`src/adccfg_regs.svh`:
```
// Purpose: Register offsets, field positions and reset values of the channel register set.
// Assumes: Avalon-MM byte addressing, one 16-bit register per aligned 32-bit word.
// Notes:   Byte address is four times the register index.
`ifndef ADCCFG_REGS_SVH
`define ADCCFG_REGS_SVH

// ****************************************************************
// Register indexes
// ****************************************************************
`define ADCCFG_IDX_CHANNEL_CONFIG  8'h1d
`define ADCCFG_IDX_OFFSET_CAL_HIGH 8'h1e
`define ADCCFG_IDX_OFFSET_CAL_LOW  8'h1f
`define ADCCFG_IDX_GAIN_CAL_HIGH   8'h20

// ****************************************************************
// Reset values
// ****************************************************************
`define ADCCFG_RST_CHANNEL_CONFIG  16'h0000
`define ADCCFG_RST_OFFSET_CAL_HIGH 16'h0000
`define ADCCFG_RST_OFFSET_CAL_LOW  16'h0000
`define ADCCFG_RST_GAIN_CAL_HIGH   16'h8000

// ****************************************************************
// Field layout
// ****************************************************************
`define ADCCFG_PHASE_MSB        15
`define ADCCFG_PHASE_LSB        6
`define ADCCFG_DCBLK_BIT        2
`define ADCCFG_MUX_MSB          1
`define ADCCFG_MUX_LSB          0
`define ADCCFG_CFG_WMASK        16'hffc7
`define ADCCFG_OCL_WMASK        16'hff00
`define ADCCFG_OCL_FIELD_MSB    15
`define ADCCFG_OCL_FIELD_LSB    8
`define ADCCFG_MUX_EXTERNAL     2'h0
`define ADCCFG_MUX_SHORTED      2'h1
`define ADCCFG_MUX_TEST_POS     2'h2
`define ADCCFG_MUX_TEST_NEG     2'h3
`define ADCCFG_ADDR_WORD_LSB    2
`define ADCCFG_UNMAPPED_RDATA   32'h0000_0000

`endif

```
`src/adccfg_pkg.sv`:
```
// Purpose: Types shared by the channel register set.
// Assumes: Nothing beyond the register header.
// Notes:   Types only; numbers live in the header.
package adccfg_pkg;

	typedef enum logic [1:0] {
		ADCCFG_SEL_EXTERNAL = 2'b00,
		ADCCFG_SEL_SHORTED  = 2'b01,
		ADCCFG_SEL_TEST_POS = 2'b10,
		ADCCFG_SEL_TEST_NEG = 2'b11
	} adccfg_sel_t;

	typedef enum logic [1:0] {
		ADCCFG_BUS_IDLE  = 2'b00,
		ADCCFG_BUS_REPLY = 2'b01
	} adccfg_bus_t;

endpackage : adccfg_pkg

```
`src/adccfg_decode.sv`:
```
// Purpose: Decode of the input select field into one-hot routing controls.
// Assumes: Same clock as the register set.
// Notes:   Registered outputs keep the analog switch controls glitch free.
`include "adccfg_regs.svh"

module adccfg_decode (
	input  wire logic       clk_i,
	input  wire logic       rstn_i,
	input  wire logic [1:0] sel_i,
	output logic            route_external_o,
	output logic            route_shorted_o,
	output logic            route_test_pos_o,
	output logic            route_test_neg_o
);

	typedef struct packed {
		logic [3:0] onehot;
	} adccfg_dec_state_t;

	adccfg_dec_state_t st_reg;
	adccfg_dec_state_t st_next;

	function automatic logic [3:0] adccfg_onehot(input logic [1:0] s);
		logic [3:0] r;
		r = 4'h0;
		case (adccfg_pkg::adccfg_sel_t'(s))
			adccfg_pkg::ADCCFG_SEL_EXTERNAL: r = 4'h1;
			adccfg_pkg::ADCCFG_SEL_SHORTED:  r = 4'h2;
			adccfg_pkg::ADCCFG_SEL_TEST_POS: r = 4'h4;
			adccfg_pkg::ADCCFG_SEL_TEST_NEG: r = 4'h8;
			default:                         r = 4'h1;
		endcase
		return r;
	endfunction : adccfg_onehot

	always_comb begin
		st_next.onehot = adccfg_onehot(sel_i);
	end

	always_ff @(posedge clk_i) begin
		if (!rstn_i) begin
			st_reg.onehot <= 4'h1;
		end else begin
			st_reg <= st_next;
		end
	end

	assign route_external_o = st_reg.onehot[0];
	assign route_shorted_o  = st_reg.onehot[1];
	assign route_test_pos_o = st_reg.onehot[2];
	assign route_test_neg_o = st_reg.onehot[3];

	chk_sel_onehot: assert property (@(posedge clk_i) disable iff (!rstn_i)
		$past(rstn_i) |-> (st_reg.onehot == (4'h1 << $past(sel_i))))
		else $error("select decode wrong");

endmodule : adccfg_decode

```
`src/adccfg_chan_regs.sv`:
```
// Purpose: Configuration and calibration registers of one converter channel.
// Assumes: Avalon-MM slave, 32-bit data, byte addresses, one fixed wait state.
// Notes:   Unmapped reads return zero and unmapped writes are dropped.
//
// Implementation choice: the Avalon-MM register port.
`include "adccfg_regs.svh"

// Operation
// Phase delay is a 10-bit signed count of modulator cycles in config bits 15:6.
// Config bit 2 set turns the DC block off for this channel, clear follows the global setting.
// Input select 00 routes the pin pair, 01 shorts inputs, 10 and 11 apply positive and negative test.
// Offset high register holds bits 23:8 of the signed 24-bit offset value.
// Offset low register holds bits 7:0 in its upper byte; its lower byte reads zero.
// Configuration sits at index 1Dh and resets to 0000h.
// Gain high word sits at index 20h and resets to 8000h, unity gain.
// Offset high and low sit at 1Eh and 1Fh and reset to zero.
// Configuration bits 5:3 always read zero.
// Gain value is an unsigned fraction from zero to just under two.
// Writes to reserved bits are ignored without disturbing the writable fields.
module adccfg_chan_regs (
	input  wire logic        clk_i,
	input  wire logic        rstn_i,
	input  wire logic [7:0]  avs_address_i,
	input  wire logic        avs_read_i,
	input  wire logic        avs_write_i,
	input  wire logic [31:0] avs_writedata_i,
	input  wire logic [3:0]  avs_byteenable_i,
	output logic      [31:0] avs_readdata_o,
	output logic             avs_waitrequest_o,
	input  wire logic        global_dc_block_setting_i,
	output logic      [9:0]  channel_phase_delay_o,
	output logic             channel_dc_block_off_o,
	output logic             dc_block_active_o,
	output logic      [1:0]  channel_input_select_o,
	output logic             route_external_o,
	output logic             route_shorted_o,
	output logic             route_test_pos_o,
	output logic             route_test_neg_o,
	output logic      [23:0] offset_cal_o,
	output logic      [23:0] gain_cal_high_field_o
);

	// ****************************************************************
	// State
	// ****************************************************************
	typedef struct packed {
		adccfg_pkg::adccfg_bus_t bus;
		logic [31:0]             rdata;
		logic                    waitreq;
		logic [15:0]             channel_config;
		logic [15:0]             offset_cal_high;
		logic [15:0]             offset_cal_low;
		logic [15:0]             gain_cal_high;
		logic                    dc_active;
	} adccfg_state_t;

	adccfg_state_t st_reg;
	adccfg_state_t st_next;

	logic [5:0] word_idx;
	assign word_idx = avs_address_i[7:`ADCCFG_ADDR_WORD_LSB];

	// Byte-lane merge; only low two lanes carry register bits
	function automatic logic [15:0] adccfg_merge(input logic [15:0] old_v,
	                                             input logic [15:0] new_v,
	                                             input logic [1:0]  be,
	                                             input logic [15:0] wmask);
		logic [15:0] lane;
		lane = {{8{be[1]}}, {8{be[0]}}} & wmask;
		return (old_v & ~lane) | (new_v & lane);
	endfunction : adccfg_merge

	function automatic logic adccfg_hit(input logic [5:0] idx, input logic [7:0] reg_idx);
		return ({2'b00, idx} == reg_idx);
	endfunction : adccfg_hit

	// ****************************************************************
	// Bus slave and register update
	// ****************************************************************
	// Waitrequest high by default; one reply cycle drops it, so every
	// access completes at the second edge after it is presented.
	always_comb begin
		st_next           = st_reg;
		st_next.waitreq   = 1'b1;
		st_next.bus       = adccfg_pkg::ADCCFG_BUS_IDLE;
		st_next.dc_active = global_dc_block_setting_i & ~st_reg.channel_config[`ADCCFG_DCBLK_BIT];
		case (st_reg.bus)
			adccfg_pkg::ADCCFG_BUS_IDLE: begin
				if (avs_read_i || avs_write_i) begin
					st_next.bus    = adccfg_pkg::ADCCFG_BUS_REPLY;
					st_next.waitreq = 1'b0;
					st_next.rdata  = `ADCCFG_UNMAPPED_RDATA;
					if (avs_write_i) begin
						if (adccfg_hit(word_idx, `ADCCFG_IDX_CHANNEL_CONFIG)) begin
							st_next.channel_config = adccfg_merge(st_reg.channel_config,
								avs_writedata_i[15:0], avs_byteenable_i[1:0],
								`ADCCFG_CFG_WMASK);
						end
						if (adccfg_hit(word_idx, `ADCCFG_IDX_OFFSET_CAL_HIGH)) begin
							st_next.offset_cal_high = adccfg_merge(st_reg.offset_cal_high,
								avs_writedata_i[15:0], avs_byteenable_i[1:0],
								16'hffff);
						end
						if (adccfg_hit(word_idx, `ADCCFG_IDX_OFFSET_CAL_LOW)) begin
							st_next.offset_cal_low = adccfg_merge(st_reg.offset_cal_low,
								avs_writedata_i[15:0], avs_byteenable_i[1:0],
								`ADCCFG_OCL_WMASK);
						end
						if (adccfg_hit(word_idx, `ADCCFG_IDX_GAIN_CAL_HIGH)) begin
							st_next.gain_cal_high = adccfg_merge(st_reg.gain_cal_high,
								avs_writedata_i[15:0], avs_byteenable_i[1:0],
								16'hffff);
						end
					end else begin
						if (adccfg_hit(word_idx, `ADCCFG_IDX_CHANNEL_CONFIG)) begin
							st_next.rdata = {16'h0000,
								st_reg.channel_config & `ADCCFG_CFG_WMASK};
						end
						if (adccfg_hit(word_idx, `ADCCFG_IDX_OFFSET_CAL_HIGH)) begin
							st_next.rdata = {16'h0000, st_reg.offset_cal_high};
						end
						if (adccfg_hit(word_idx, `ADCCFG_IDX_OFFSET_CAL_LOW)) begin
							st_next.rdata = {16'h0000,
								st_reg.offset_cal_low & `ADCCFG_OCL_WMASK};
						end
						if (adccfg_hit(word_idx, `ADCCFG_IDX_GAIN_CAL_HIGH)) begin
							st_next.rdata = {16'h0000, st_reg.gain_cal_high};
						end
					end
				end
			end
			adccfg_pkg::ADCCFG_BUS_REPLY: begin
				// Master drops request at this edge; idle one cycle
				st_next.bus = adccfg_pkg::ADCCFG_BUS_IDLE;
			end
			default: begin
				st_next.bus = adccfg_pkg::ADCCFG_BUS_IDLE;
			end
		endcase
	end

	always_ff @(posedge clk_i) begin
		if (!rstn_i) begin
			st_reg.bus             <= adccfg_pkg::ADCCFG_BUS_IDLE;
			st_reg.rdata           <= 32'h0000_0000;
			st_reg.waitreq         <= 1'b1;
			st_reg.channel_config  <= `ADCCFG_RST_CHANNEL_CONFIG;
			st_reg.offset_cal_high <= `ADCCFG_RST_OFFSET_CAL_HIGH;
			st_reg.offset_cal_low  <= `ADCCFG_RST_OFFSET_CAL_LOW;
			st_reg.gain_cal_high   <= `ADCCFG_RST_GAIN_CAL_HIGH;
			st_reg.dc_active       <= 1'b0;
		end else begin
			st_reg <= st_next;
		end
	end

	// ****************************************************************
	// Outputs
	// ****************************************************************
	assign avs_readdata_o         = st_reg.rdata;
	assign avs_waitrequest_o      = st_reg.waitreq;
	assign channel_phase_delay_o  = st_reg.channel_config[`ADCCFG_PHASE_MSB:`ADCCFG_PHASE_LSB];
	assign channel_dc_block_off_o = st_reg.channel_config[`ADCCFG_DCBLK_BIT];
	assign dc_block_active_o      = st_reg.dc_active;
	assign channel_input_select_o = st_reg.channel_config[`ADCCFG_MUX_MSB:`ADCCFG_MUX_LSB];
	// Signed 24-bit offset: high word then upper byte of the low word
	assign offset_cal_o = {st_reg.offset_cal_high,
		st_reg.offset_cal_low[`ADCCFG_OCL_FIELD_MSB:`ADCCFG_OCL_FIELD_LSB]};
	// Low byte of gain lives in a register outside this block
	assign gain_cal_high_field_o = {st_reg.gain_cal_high, 8'h00};

	adccfg_decode u_decode (
		.clk_i            (clk_i),
		.rstn_i           (rstn_i),
		.sel_i            (st_reg.channel_config[`ADCCFG_MUX_MSB:`ADCCFG_MUX_LSB]),
		.route_external_o (route_external_o),
		.route_shorted_o  (route_shorted_o),
		.route_test_pos_o (route_test_pos_o),
		.route_test_neg_o (route_test_neg_o)
	);

	// ****************************************************************
	// Checks
	// ****************************************************************
	chk_cfg_reserved_zero: assert property (@(posedge clk_i) disable iff (!rstn_i)
		(!avs_waitrequest_o && $past(avs_read_i)
		 && adccfg_hit($past(word_idx), `ADCCFG_IDX_CHANNEL_CONFIG))
		|-> (avs_readdata_o[5:3] == 3'b000)) else $error("reserved config bits read nonzero");

	chk_ocl_low_zero: assert property (@(posedge clk_i) disable iff (!rstn_i)
		(!avs_waitrequest_o && $past(avs_read_i)
		 && adccfg_hit($past(word_idx), `ADCCFG_IDX_OFFSET_CAL_LOW))
		|-> (avs_readdata_o[7:0] == 8'h00)) else $error("offset low byte read nonzero");

	chk_cfg_write_phase: assert property (@(posedge clk_i) disable iff (!rstn_i)
		(st_reg.bus == adccfg_pkg::ADCCFG_BUS_IDLE && avs_write_i
		 && adccfg_hit(word_idx, `ADCCFG_IDX_CHANNEL_CONFIG)
		 && avs_byteenable_i == 4'hf)
		|=> (channel_phase_delay_o == $past(avs_writedata_i[15:6]))) else $error("phase not stored");

	// Judged only after a clean cycle, so a released reset is not held to stale inputs
	chk_dc_block_gate: assert property (@(posedge clk_i) disable iff (!rstn_i)
		$past(rstn_i) |-> (dc_block_active_o == ($past(global_dc_block_setting_i)
		 && !$past(channel_dc_block_off_o)))) else $error("dc block gating wrong");

	chk_offset_concat: assert property (@(posedge clk_i) disable iff (!rstn_i)
		(st_reg.bus == adccfg_pkg::ADCCFG_BUS_IDLE && avs_write_i
		 && adccfg_hit(word_idx, `ADCCFG_IDX_OFFSET_CAL_HIGH)
		 && avs_byteenable_i[1:0] == 2'h3)
		|=> (offset_cal_o[23:8] == $past(avs_writedata_i[15:0]))) else $error("offset high wrong");

	chk_reset_values: assert property (@(posedge clk_i)
		!rstn_i |=> (channel_phase_delay_o == 10'h000 && channel_input_select_o == 2'h0
		 && !channel_dc_block_off_o && offset_cal_o == 24'h000000)) else $error("reset value wrong");

	chk_gain_reset: assert property (@(posedge clk_i)
		!rstn_i |=> (gain_cal_high_field_o == 24'h800000)) else $error("gain reset not unity");

	chk_offset_reset: assert property (@(posedge clk_i)
		!rstn_i |=> (st_reg.offset_cal_high == 16'h0000 && st_reg.offset_cal_low == 16'h0000))
		else $error("offset reset nonzero");

	chk_bus_answer: assert property (@(posedge clk_i) disable iff (!rstn_i)
		(st_reg.bus == adccfg_pkg::ADCCFG_BUS_IDLE && (avs_read_i || avs_write_i))
		|=> !avs_waitrequest_o ##1 avs_waitrequest_o) else $error("bus answer timing wrong");

	chk_reserved_write: assert property (@(posedge clk_i) disable iff (!rstn_i)
		(st_reg.bus == adccfg_pkg::ADCCFG_BUS_IDLE && avs_write_i
		 && adccfg_hit(word_idx, `ADCCFG_IDX_CHANNEL_CONFIG))
		|=> (st_reg.channel_config[5:3] == 3'b000)) else $error("reserved bits stored");

endmodule : adccfg_chan_regs

```
`config.mk`:
```
export PLATFORM = sky130hd
export DESIGN_NAME = adccfg_chan_regs
export DESIGN_NICKNAME = d
export VERILOG_FILES = /design/src/adccfg_pkg.sv /design/src/adccfg_decode.sv /design/src/adccfg_chan_regs.sv
export VERILOG_INCLUDE_DIRS = /design/src
export SDC_FILE = /design/constraint.sdc
export NUM_CORES = 1
export LEC_CHECK = 0
export BUFFER_PORTS_ARGS = -buffer_cell sky130_fd_sc_hd__buf_2
export CORE_AREA = 2 2 133 96
export DETAILED_ROUTE_END_ITERATION = 8
export DIE_AREA = 0 0 135 98
export SETUP_SLACK_MARGIN = 0.4
export SLEW_MARGIN = 20
export SYNTH_ARGS = -nofsm -noshare
export SYNTH_HDL_FRONTEND = slang
export SYNTH_SLANG_ARGS = --single-unit
```
`constraint.sdc`:
```
create_clock -name clk_i -period 1.7 [get_ports clk_i]
set_input_delay 0.17 -clock clk_i [delete_from_list [all_inputs] [get_ports clk_i]]
set_output_delay 0.17 -clock clk_i [all_outputs]
set_load 0.05 [all_outputs]
```
==> flow_results.org, run 1 <==
** Flow run
- Max-cap violations in this run came to 0.

** Global routing
- Overall routing resource usage :: 0.148
- Initial antenna violation count :: 0
- Entering global routing, the biggest net connects 45 pins.
- The total overflow left after global routing is 0.
- The first global-routing pass estimated 15200 um of wire.
- Via count of the first global-routing pass :: 2777

** Worst hold path
- The worst hold path terminates at dc_block_active_o$_SDFF_PN0_.
- The tightest min-delay check is of the in2reg type.
- Source of the worst hold timing path :: global_dc_block_setting_i
- Number of cells on the worst hold path :: 3

** Timing
- Total Neg Setup Slack :: 0 ns
- Final worst-path cycle share :: 0.821
- Finish-stage setup viols :: 0
- The clock arrives with 0.0106 ns of skew.
- In this run the tightest slew margin relative to its limit is 0.574.
- Across all setup checks in the final design, the least slack found is 0.304 ns.
- Timing would allow up to 716 MHz.
- Transition at the pin with the smallest max-transition slack :: 0.636 ns
- Max-slew violations :: 0
- Number of hold violations in the final report :: 0
- Period minus WS final :: 1.40 ns
- Setup repair after global routing could not meet its margin everywhere.

** Clock tree
- Counting every sink on the clock net gives 76.
- TritonCTS clock tree :: yes
- Buffers from clock root to sink, at most :: 2
- In this run, CTS created clock tree buffers numbering 9.
- Clock transition at the registers of the reported paths :: 0.06 ns
- The tree is rooted in a clkbuf_16.
- H-tree lvl count :: 3
- The clock reaches the later pin of the worst-skew pair after 0.33 ns.

** Synthesis
- The share of synthesized area in the top cell type comes to 0.404.
- A synthesized cell averages 9.08 um^2.
- Post-synth EDFFs :: 0
- The cell count after synthesis came out at 415.
- Sorting the synthesized cells by area gives the leading types as dfxtp_1 40%, buf_4 19%, mux2i_1 11%, nor2_1 3.7%, nand3_1 3.6%.
- Counting flops and latches in the post-synthesis netlist gives 76.
- The largest total area in the synthesized netlist belongs to dfxtp_1.
- In this run the cell area of the synthesized design comes to 3770 um^2.
- Synth Flop Type :: dfxtp_1
- The netlist uses 35 different library cells.
- Of the synthesized area, sequential elements account for 0.404.
- Counting flops with an async set or reset pin after synthesis yields a share of 0.
- Yosys Warn Count :: 0

** Pwr
- VDD sags by at most 0.636 mV.
- Leakage power :: 1.95 nW
- Dividing total power by cell area gives a power density of 971 nW/um^2.

** Detailed routing
- First-pass DRT Iterations :: 4
- Drc violations :: 0
- Routed Wire Length :: 10100 um
- Post-detailed-route wirelength per cell :: 16.1 um
- Detailed Route Iter0 Violations :: 190
- DR vias :: 2853
- In this run the remaining antenna-violating nets after routing total 0.
- Via-to-Cell Ratio :: 4.56

** Setup path
- STA puts the critical path data required time at 1.90 ns.
- R2r worst-path depth :: 5
- Worst Path Class, Setup :: reg2reg
- Walking the worst path, the cells encountered are and3b_2 -> and3_4 -> buf_12 -> mux2i_1 -> nor2_1.
- The largest individual stage delay along the critical path comes from the cell dfxtp_2.
- Crit path largest cell delay :: 0.33 ns
- Of all nets on the critical path, the largest fanout is 8.
- R2r setup slk :: 0.30 ns
- Endpoint type of the worst setup path :: flip-flop
- Broken down by cell family, the worst path's largest delay share belongs to simple AND/OR/NAND/NOR gates.
- STA classifies the critical path startpoint as a flip-flop.
- Together, buffers and inverters on the worst path number 1.
- Data arrives at the worst endpoint at 1.59 ns.
- Source of the worst register-to-register timing path :: st_reg[98]$_SDFF_PN0_

** Finish
- Most common library cell in the layout ignoring fill and taps :: buf_2
- Counting the fill cells in the layout gives 1264.
- The finished cells cover 4310 um^2.
- The top cell types in the final layout, fill and taps aside, are 103 x buf_2, 75 x dfxtp_1, 38 x mux2i_1, 37 x nor2_1, 29 x nand2_1.
- The repair_antennas step left the layout with diodes totalling 0.
- Layout cell share with drive strength beyond 1 :: 0.330
- Compared with the post-synthesis result, the final layout area differs by 14.3%.
- For this run, the post-layout net count is 507.

** Placement
- Count of port buffers added during placement :: 103
- Routability-driven placement finished with a final weighted congestion of 0.823.
- Placement-stage cell area :: 3890 um^2
- Detailed placement finished with a half-perimeter wire length of 7580 um.
- Before CTS, the worst setup slack after placement is 0.190 ns.

** Status
- Result of the run :: finished, final reports clean

** Floorplan
- Area of the die :: 13200 um^2
- Measured along the x axis, the die boundary spans 135 um.
- DIE HEIGHT :: 98 um
- Area of the core :: 12100 um^2
- 148 I/O pins were placed.
- The initial utilization of the core area, before any placement, comes to 0.312.
- Number of placement rows :: 34
## cells in the mapped netlist (2+ instances only)
master and count:
nand3_1 27, a32oi_1 5, o2bb2ai_1 8, nand3b_1 2
buf_4 95, and3_1 3, o22ai_1 5, nor2_1 37
mux2i_1 40, nor4_4 2, nand2_1 30, clkbuf_1 10
buf_2 8, nor2b_1 2, dfxtp_1 76, a21oi_1 22
o21ai_0 10, a22oi_1 16
## where the power goes
part / leakage, nW / total (mW) / switching (mW) / internal (mW)
sequential: 0.613 / 1.79 / 0.00429 / 1.79
combinational: 1.19 / 0.346 / 0.273 / 0.0728
clock: 0.154 / 2.04 / 0.748 / 1.29
## per-stage QoR
stage	hold WS, ns	instances	power, mW	utilization
after floorplan	0.284	438	2.11	-
after global placement	0.402	604	2.16	0.322
after detailed placement	0.393	604	2.16	0.322
after CTS	0.0522	625	4.19	0.354
after global routing	0.0699	625	4.31	0.357
final	0.0554	625	4.18	0.357
## metal layers
metal / up-vias / routed length (um) / global-route usage / part of all wire
li1: 1401 / - / - / -
met1: 1345 / 4740 / 0.205 / 0.47
met2: 96 / 4100 / 0.209 / 0.41
met3: 11 / 1080 / 0.0613 / 0.11
met4: 0 / 138 / 0.0457 / 0.014
met5: - / 0 / 0 / 0
## area by class of cell
type	count	area (um^2)	area share
inverters	3	11.3	0.00261
flip-flops and latches	76	1520	0.353
well taps	162	203	0.0471
repair buffers	123	701	0.163
clock buffers	11	233	0.0540
clock inverters	5	86.3	0.0200
multi-input cells	245	1550	0.360
## worst reg2reg max path, delay by kind of cell, from the launching register on
| kind | cells | cell delay (ns) |
|---|---|---|
| flops | 1 | 0.33 |
| simple gates | 3 | 0.60 |
| mux | 1 | 0.20 |
| buf+inv | 1 | 0.14 |
## how the worst max path moves through the flow
stage	startpoint	endpoint	slack, ns	cells after the start
3_3_place_gp	avs_address_i[2]	avs_readdata_o[0]$_SDFFE_PN0P_	0.19	5
5_1_grt	st_reg[98]$_SDFF_PN0_	flip-flop	0.25	5
2_1_floorplan	st_reg[98]$_SDFF_PN0_	flip-flop	0.37	4
6_report	st_reg[98]$_SDFF_PN0_	flip-flop	0.30	5
4_1_cts	st_reg[98]$_SDFF_PN0_	flip-flop	0.30	5
3_5_place_dp	avs_address_i[2]	avs_readdata_o[0]$_SDFFE_PN0P_	0.19	5
## timing repair
action                     in CTS  in global routing
hold endpoints to repair        0                  0
buffers inserted                5                  0
pin swaps                       3                  3
hold buffers                    0                  0
setup endpoints to repair      61                 62
resized for setup              10                  8
## cells by family (layout without fill, tap and decap cells)
kind of cell,after synthesis,after routing,share of synthesized area
AND/OR/NAND/NOR,114,114,0.158
flip-flops,76,76,0.404
AO/OA/AOI/OAI,67,67,0.115
other,1,24,0.000995
multiplexers,40,40,0.106
buffers and inverters,117,142,0.216
Note: power is estimated with default switching activity, not from simulation.
==> inputs of run 2 (changes only) <==
Clock period 1.7 ns to 1.2 ns, I/O delays scaled along.
==> run 2 against run 1 <==
The run now ends with negative setup slack left. Sequential cell count unchanged. Highest routed layer unchanged. Routed wire length up 12%. Maximum frequency up 1.7%. Clock power up 54%. Final cell count up 9.0%. Critical path type unchanged.
==> flow_results.org, run 2 (synthesis gave the netlist of run 1 again) <==
** Status
- Result of the run :: finished, violations left (was finished, final reports clean)
- The final reports fail on negative setup slack.

** Floorplan
- Initial standard-cell utilization of the core :: 0.312 (unchanged)
- DIE HEIGHT :: 98 um (unchanged)
- The top-level port count is 148 (unchanged).
- Horizontal extent of the die :: 135 um (unchanged)
- Area of the core :: 12100 um^2 (unchanged)
- Number of placement rows :: 34 (unchanged)
- Area of the die :: 13200 um^2 (unchanged)

** Pwr
- Sw frac :: 0.240 (was 0.245)
- Relative contribution of combinational cells to total power :: 0.098 (was 0.083)
- Fraction of power consumed by sequential logic :: 0.400 (was 0.429)
- Sw Pwr :: 1.50 mW (was 1.03 mW)
- The leakage power is 2.46 nW (was 1.95 nW).
- The internal power summed over all cells was 4.76 mW (was 3.16 mW).
- Maximum vdd ir drop :: 0.784 mV (was 0.636 mV)
- The fraction of power consumed by the clock network was 0.503 (was 0.489).
- Power per Cell Area :: 1060 nW/um^2 (was 971 nW/um^2)

** Clock tree
- Clock buffer count from CTS :: 9 (unchanged)
- The clock tree root driver cell was clkbuf_16 (unchanged).
- The number of H-tree levels was 3 (unchanged).
- The clock latency on the worst-skew pair came to 0.33 ns (about the same).
- The clock tree from TritonCTS is yes (unchanged).
- The clock transition at the registers of the reported paths is 0.06 ns (about the same).
- The maximum buffer depth of the clock tree is 2 (unchanged).
- The clock net sink count came to 76 (unchanged).

** Detailed routing
- The per-cell routed wire length was 16.6 um (was 16.1 um).
- Routed Wire Length :: 11300 um (was 10100 um)
- The total iterations of the first detailed-routing run was 4 (unchanged).
- Via-to-Cell Ratio :: 4.64 (was 4.56)
- The final antenna-violating net count was 0 (unchanged).
- Detailed Route Iter0 Violations :: 134 (was 190)
- Drc violations :: 0 (unchanged)
- The detailed-route via count came to 3163 (was 2853).

** Timing
- Worst-case clock skew :: 0.00820 ns (was 0.0106 ns)
- Achievable clock frequency :: 728 MHz (was 716 MHz)
- Finish-stage setup viols :: 69 (was 0)
- The number of hold violations in the final report was 0 (unchanged).
- Final worst-path cycle share :: 1.14 (was 0.821)
- Period minus WS final :: 1.37 ns (was 1.40 ns)
- Total Neg Setup Slack :: -6.83 ns (was 0 ns)
- Max-slew violations :: 0 (unchanged)
- RSZ-0062 raised after global routing :: true (unchanged)
- Final worst slack :: -0.174 ns (was 0.304 ns)

** Global routing
- The pin count of the biggest net entering global routing came to 43 (was 45).
- Overall routing resource usage :: 0.169 (was 0.148)
- The number of antenna violations at the first check in global routing was 0 (unchanged).
- The first-pass GRT wire length came to 17400 um (was 15200 um).
- Via count of the first global-routing pass :: 3110 (was 2777)
- The global-route congestion overflow total is 0 (unchanged).

** Setup path
- Setup crit start kind :: flip-flop (unchanged)
- Req. time, crit path :: 1.46 ns (was 1.90 ns)
- Data arrival time of the worst path :: 1.64 ns (was 1.59 ns)
- Source of the worst register-to-register timing path :: st_reg[98]$_SDFF_PN0_ (unchanged)
- Peak fanout along the critical path :: 8 (unchanged)
- The kind of end point of the critical path is a flip-flop (unchanged).
- Start point of the critical path :: st_reg[98]$_SDFF_PN0_ (unchanged)
- Worst Path Class, Setup :: reg2reg (unchanged)

** Finish
- Final Non-Filler Cells :: 681 (was 625)
- The post-synthesis to final-layout area growth was 57.5% (was 14.3%).
- Net count, final :: 563 (was 507)
- The proportion of layout cells with a drive suffix above 1 is 0.638 (was 0.330).
- Antenna diode count :: 0 (unchanged)
- The leading cell type in the layout, fill and taps excluded was buf_8 (was buf_2).
- Core Util, Final :: 0.491 (was 0.357)
- Leading cell types in the layout, fill and taps excluded :: 74 x buf_8, 62 x buf_4, 58 x dfxtp_2, 38 x mux2i_1, 36 x nor2_1 (was 103 x buf_2, 75 x dfxtp_1, 38 x mux2i_1, 37 x nor2_1, 29 x nand2_1)

** Flow run
- Number of maximum-capacitance violations :: 0 (unchanged)

** Worst hold path
- Source of the worst hold timing path :: avs_writedata_i[5] (was global_dc_block_setting_i)
- Type of the worst min-delay path :: in2reg (unchanged)

** Placement
- The final estimated routing congestion in global placement came to 0.776 (was 0.823).
- Number of placed instances with taps included :: 622 (was 604)
- The number of buffers inserted by port buffering is 103 (unchanged).
- The post-detailed-placement half-perimeter wirelength was 7730 um (was 7580 um).
-- run 2: cell count changes in the layout (fill, tap and decap cells not counted), moves of 17 or more --
cell	change
buf_2	-75
dfxtp_1	-74
buf_8	+73
dfxtp_2	+57
buf_4	+48
dfxtp_4	+17
-- run 2: metrics by stage --
step | worst slack [ns] | hold slack, ns | area, um^2 | total power [mW]
2_1_floorplan | -0.128 | 0.234 | 3980 | 3.01
3_3_place_gp | -0.137 | 0.339 | 4130 | 3.11
3_5_place_dp | -0.176 | 0.345 | 4130 | 3.12
4_1_cts | -0.125 | 0.0475 | 5780 | 6.31
5_1_grt | -0.246 | 0.0640 | 5940 | 6.45
6_report | -0.174 | 0.0632 | 5940 | 6.27
-- run 2: timing repair --
item / CTS / global route
setup buffers: 37 / 4
hold buffers: 1 / 0
gates cloned: 1 / 0
endpoints found under the setup margin: 146 / 146
resized for setup: 340 / 40
pin swaps: 29 / 24
hold endpoints to repair: 1 / 0
-- run 2: worst max-delay path, cell delays in order (launching register included) --
cell and delay, ns:
dfxtp_2 0.34, and3b_2 0.24, buf_6 0.13, buf_4 0.12
nand4b_1 0.10, buf_6 0.17, nand2_1 0.08, a21oi_2 0.12
-- run 2: metal layers --
layer	track usage	share of wire	vias up	wire length, um
met5	0	0	-	0
met4	0.0497	0.013	0	146
met3	0.0706	0.097	14	1100
met2	0.240	0.43	119	4860
met1	0.234	0.46	1515	5170
li1	-	-	1515	-
-- run 2: final timing paths --
| check | depth (start not counted) | endpoint | slack (ns) |
|---|---|---|---|
| setup / recovery | 7 | flip-flop | -0.17 |
| hold / removal | 3 | flip-flop | 0.06 |
| setup reg to reg | 7 | flip-flop | -0.17 |
| hold reg to reg | 2 | avs_readdata_o[12]$_SDFFE_PN0P_ | 0.47 |
-- run 2: cell type report --
cell class / instances / area, um^2
multi-input combinational: 246 / 1790
fill: 1056 / 6140
timing repair buffer: 178 / 1930
sequential: 76 / 1660
clock buffer: 10 / 239
tap: 162 / 203
clock inverter: 6 / 111
inverter: 3 / 11.3
-- run 2: power by group through the flow --
| stage | combinational, mW | clock (mW) | sequential (mW) |
|---|---|---|---|
| 6_report | 0.612 | 3.15 | 2.50 |
| 5_1_grt | 0.644 | 3.30 | 2.50 |
| 4_1_cts | 0.598 | 3.20 | 2.52 |
| 3_5_place_dp | 0.523 | 0 | 2.60 |
| 3_3_place_gp | 0.517 | 0 | 2.60 |
| 2_1_floorplan | 0.398 | 0 | 2.61 |
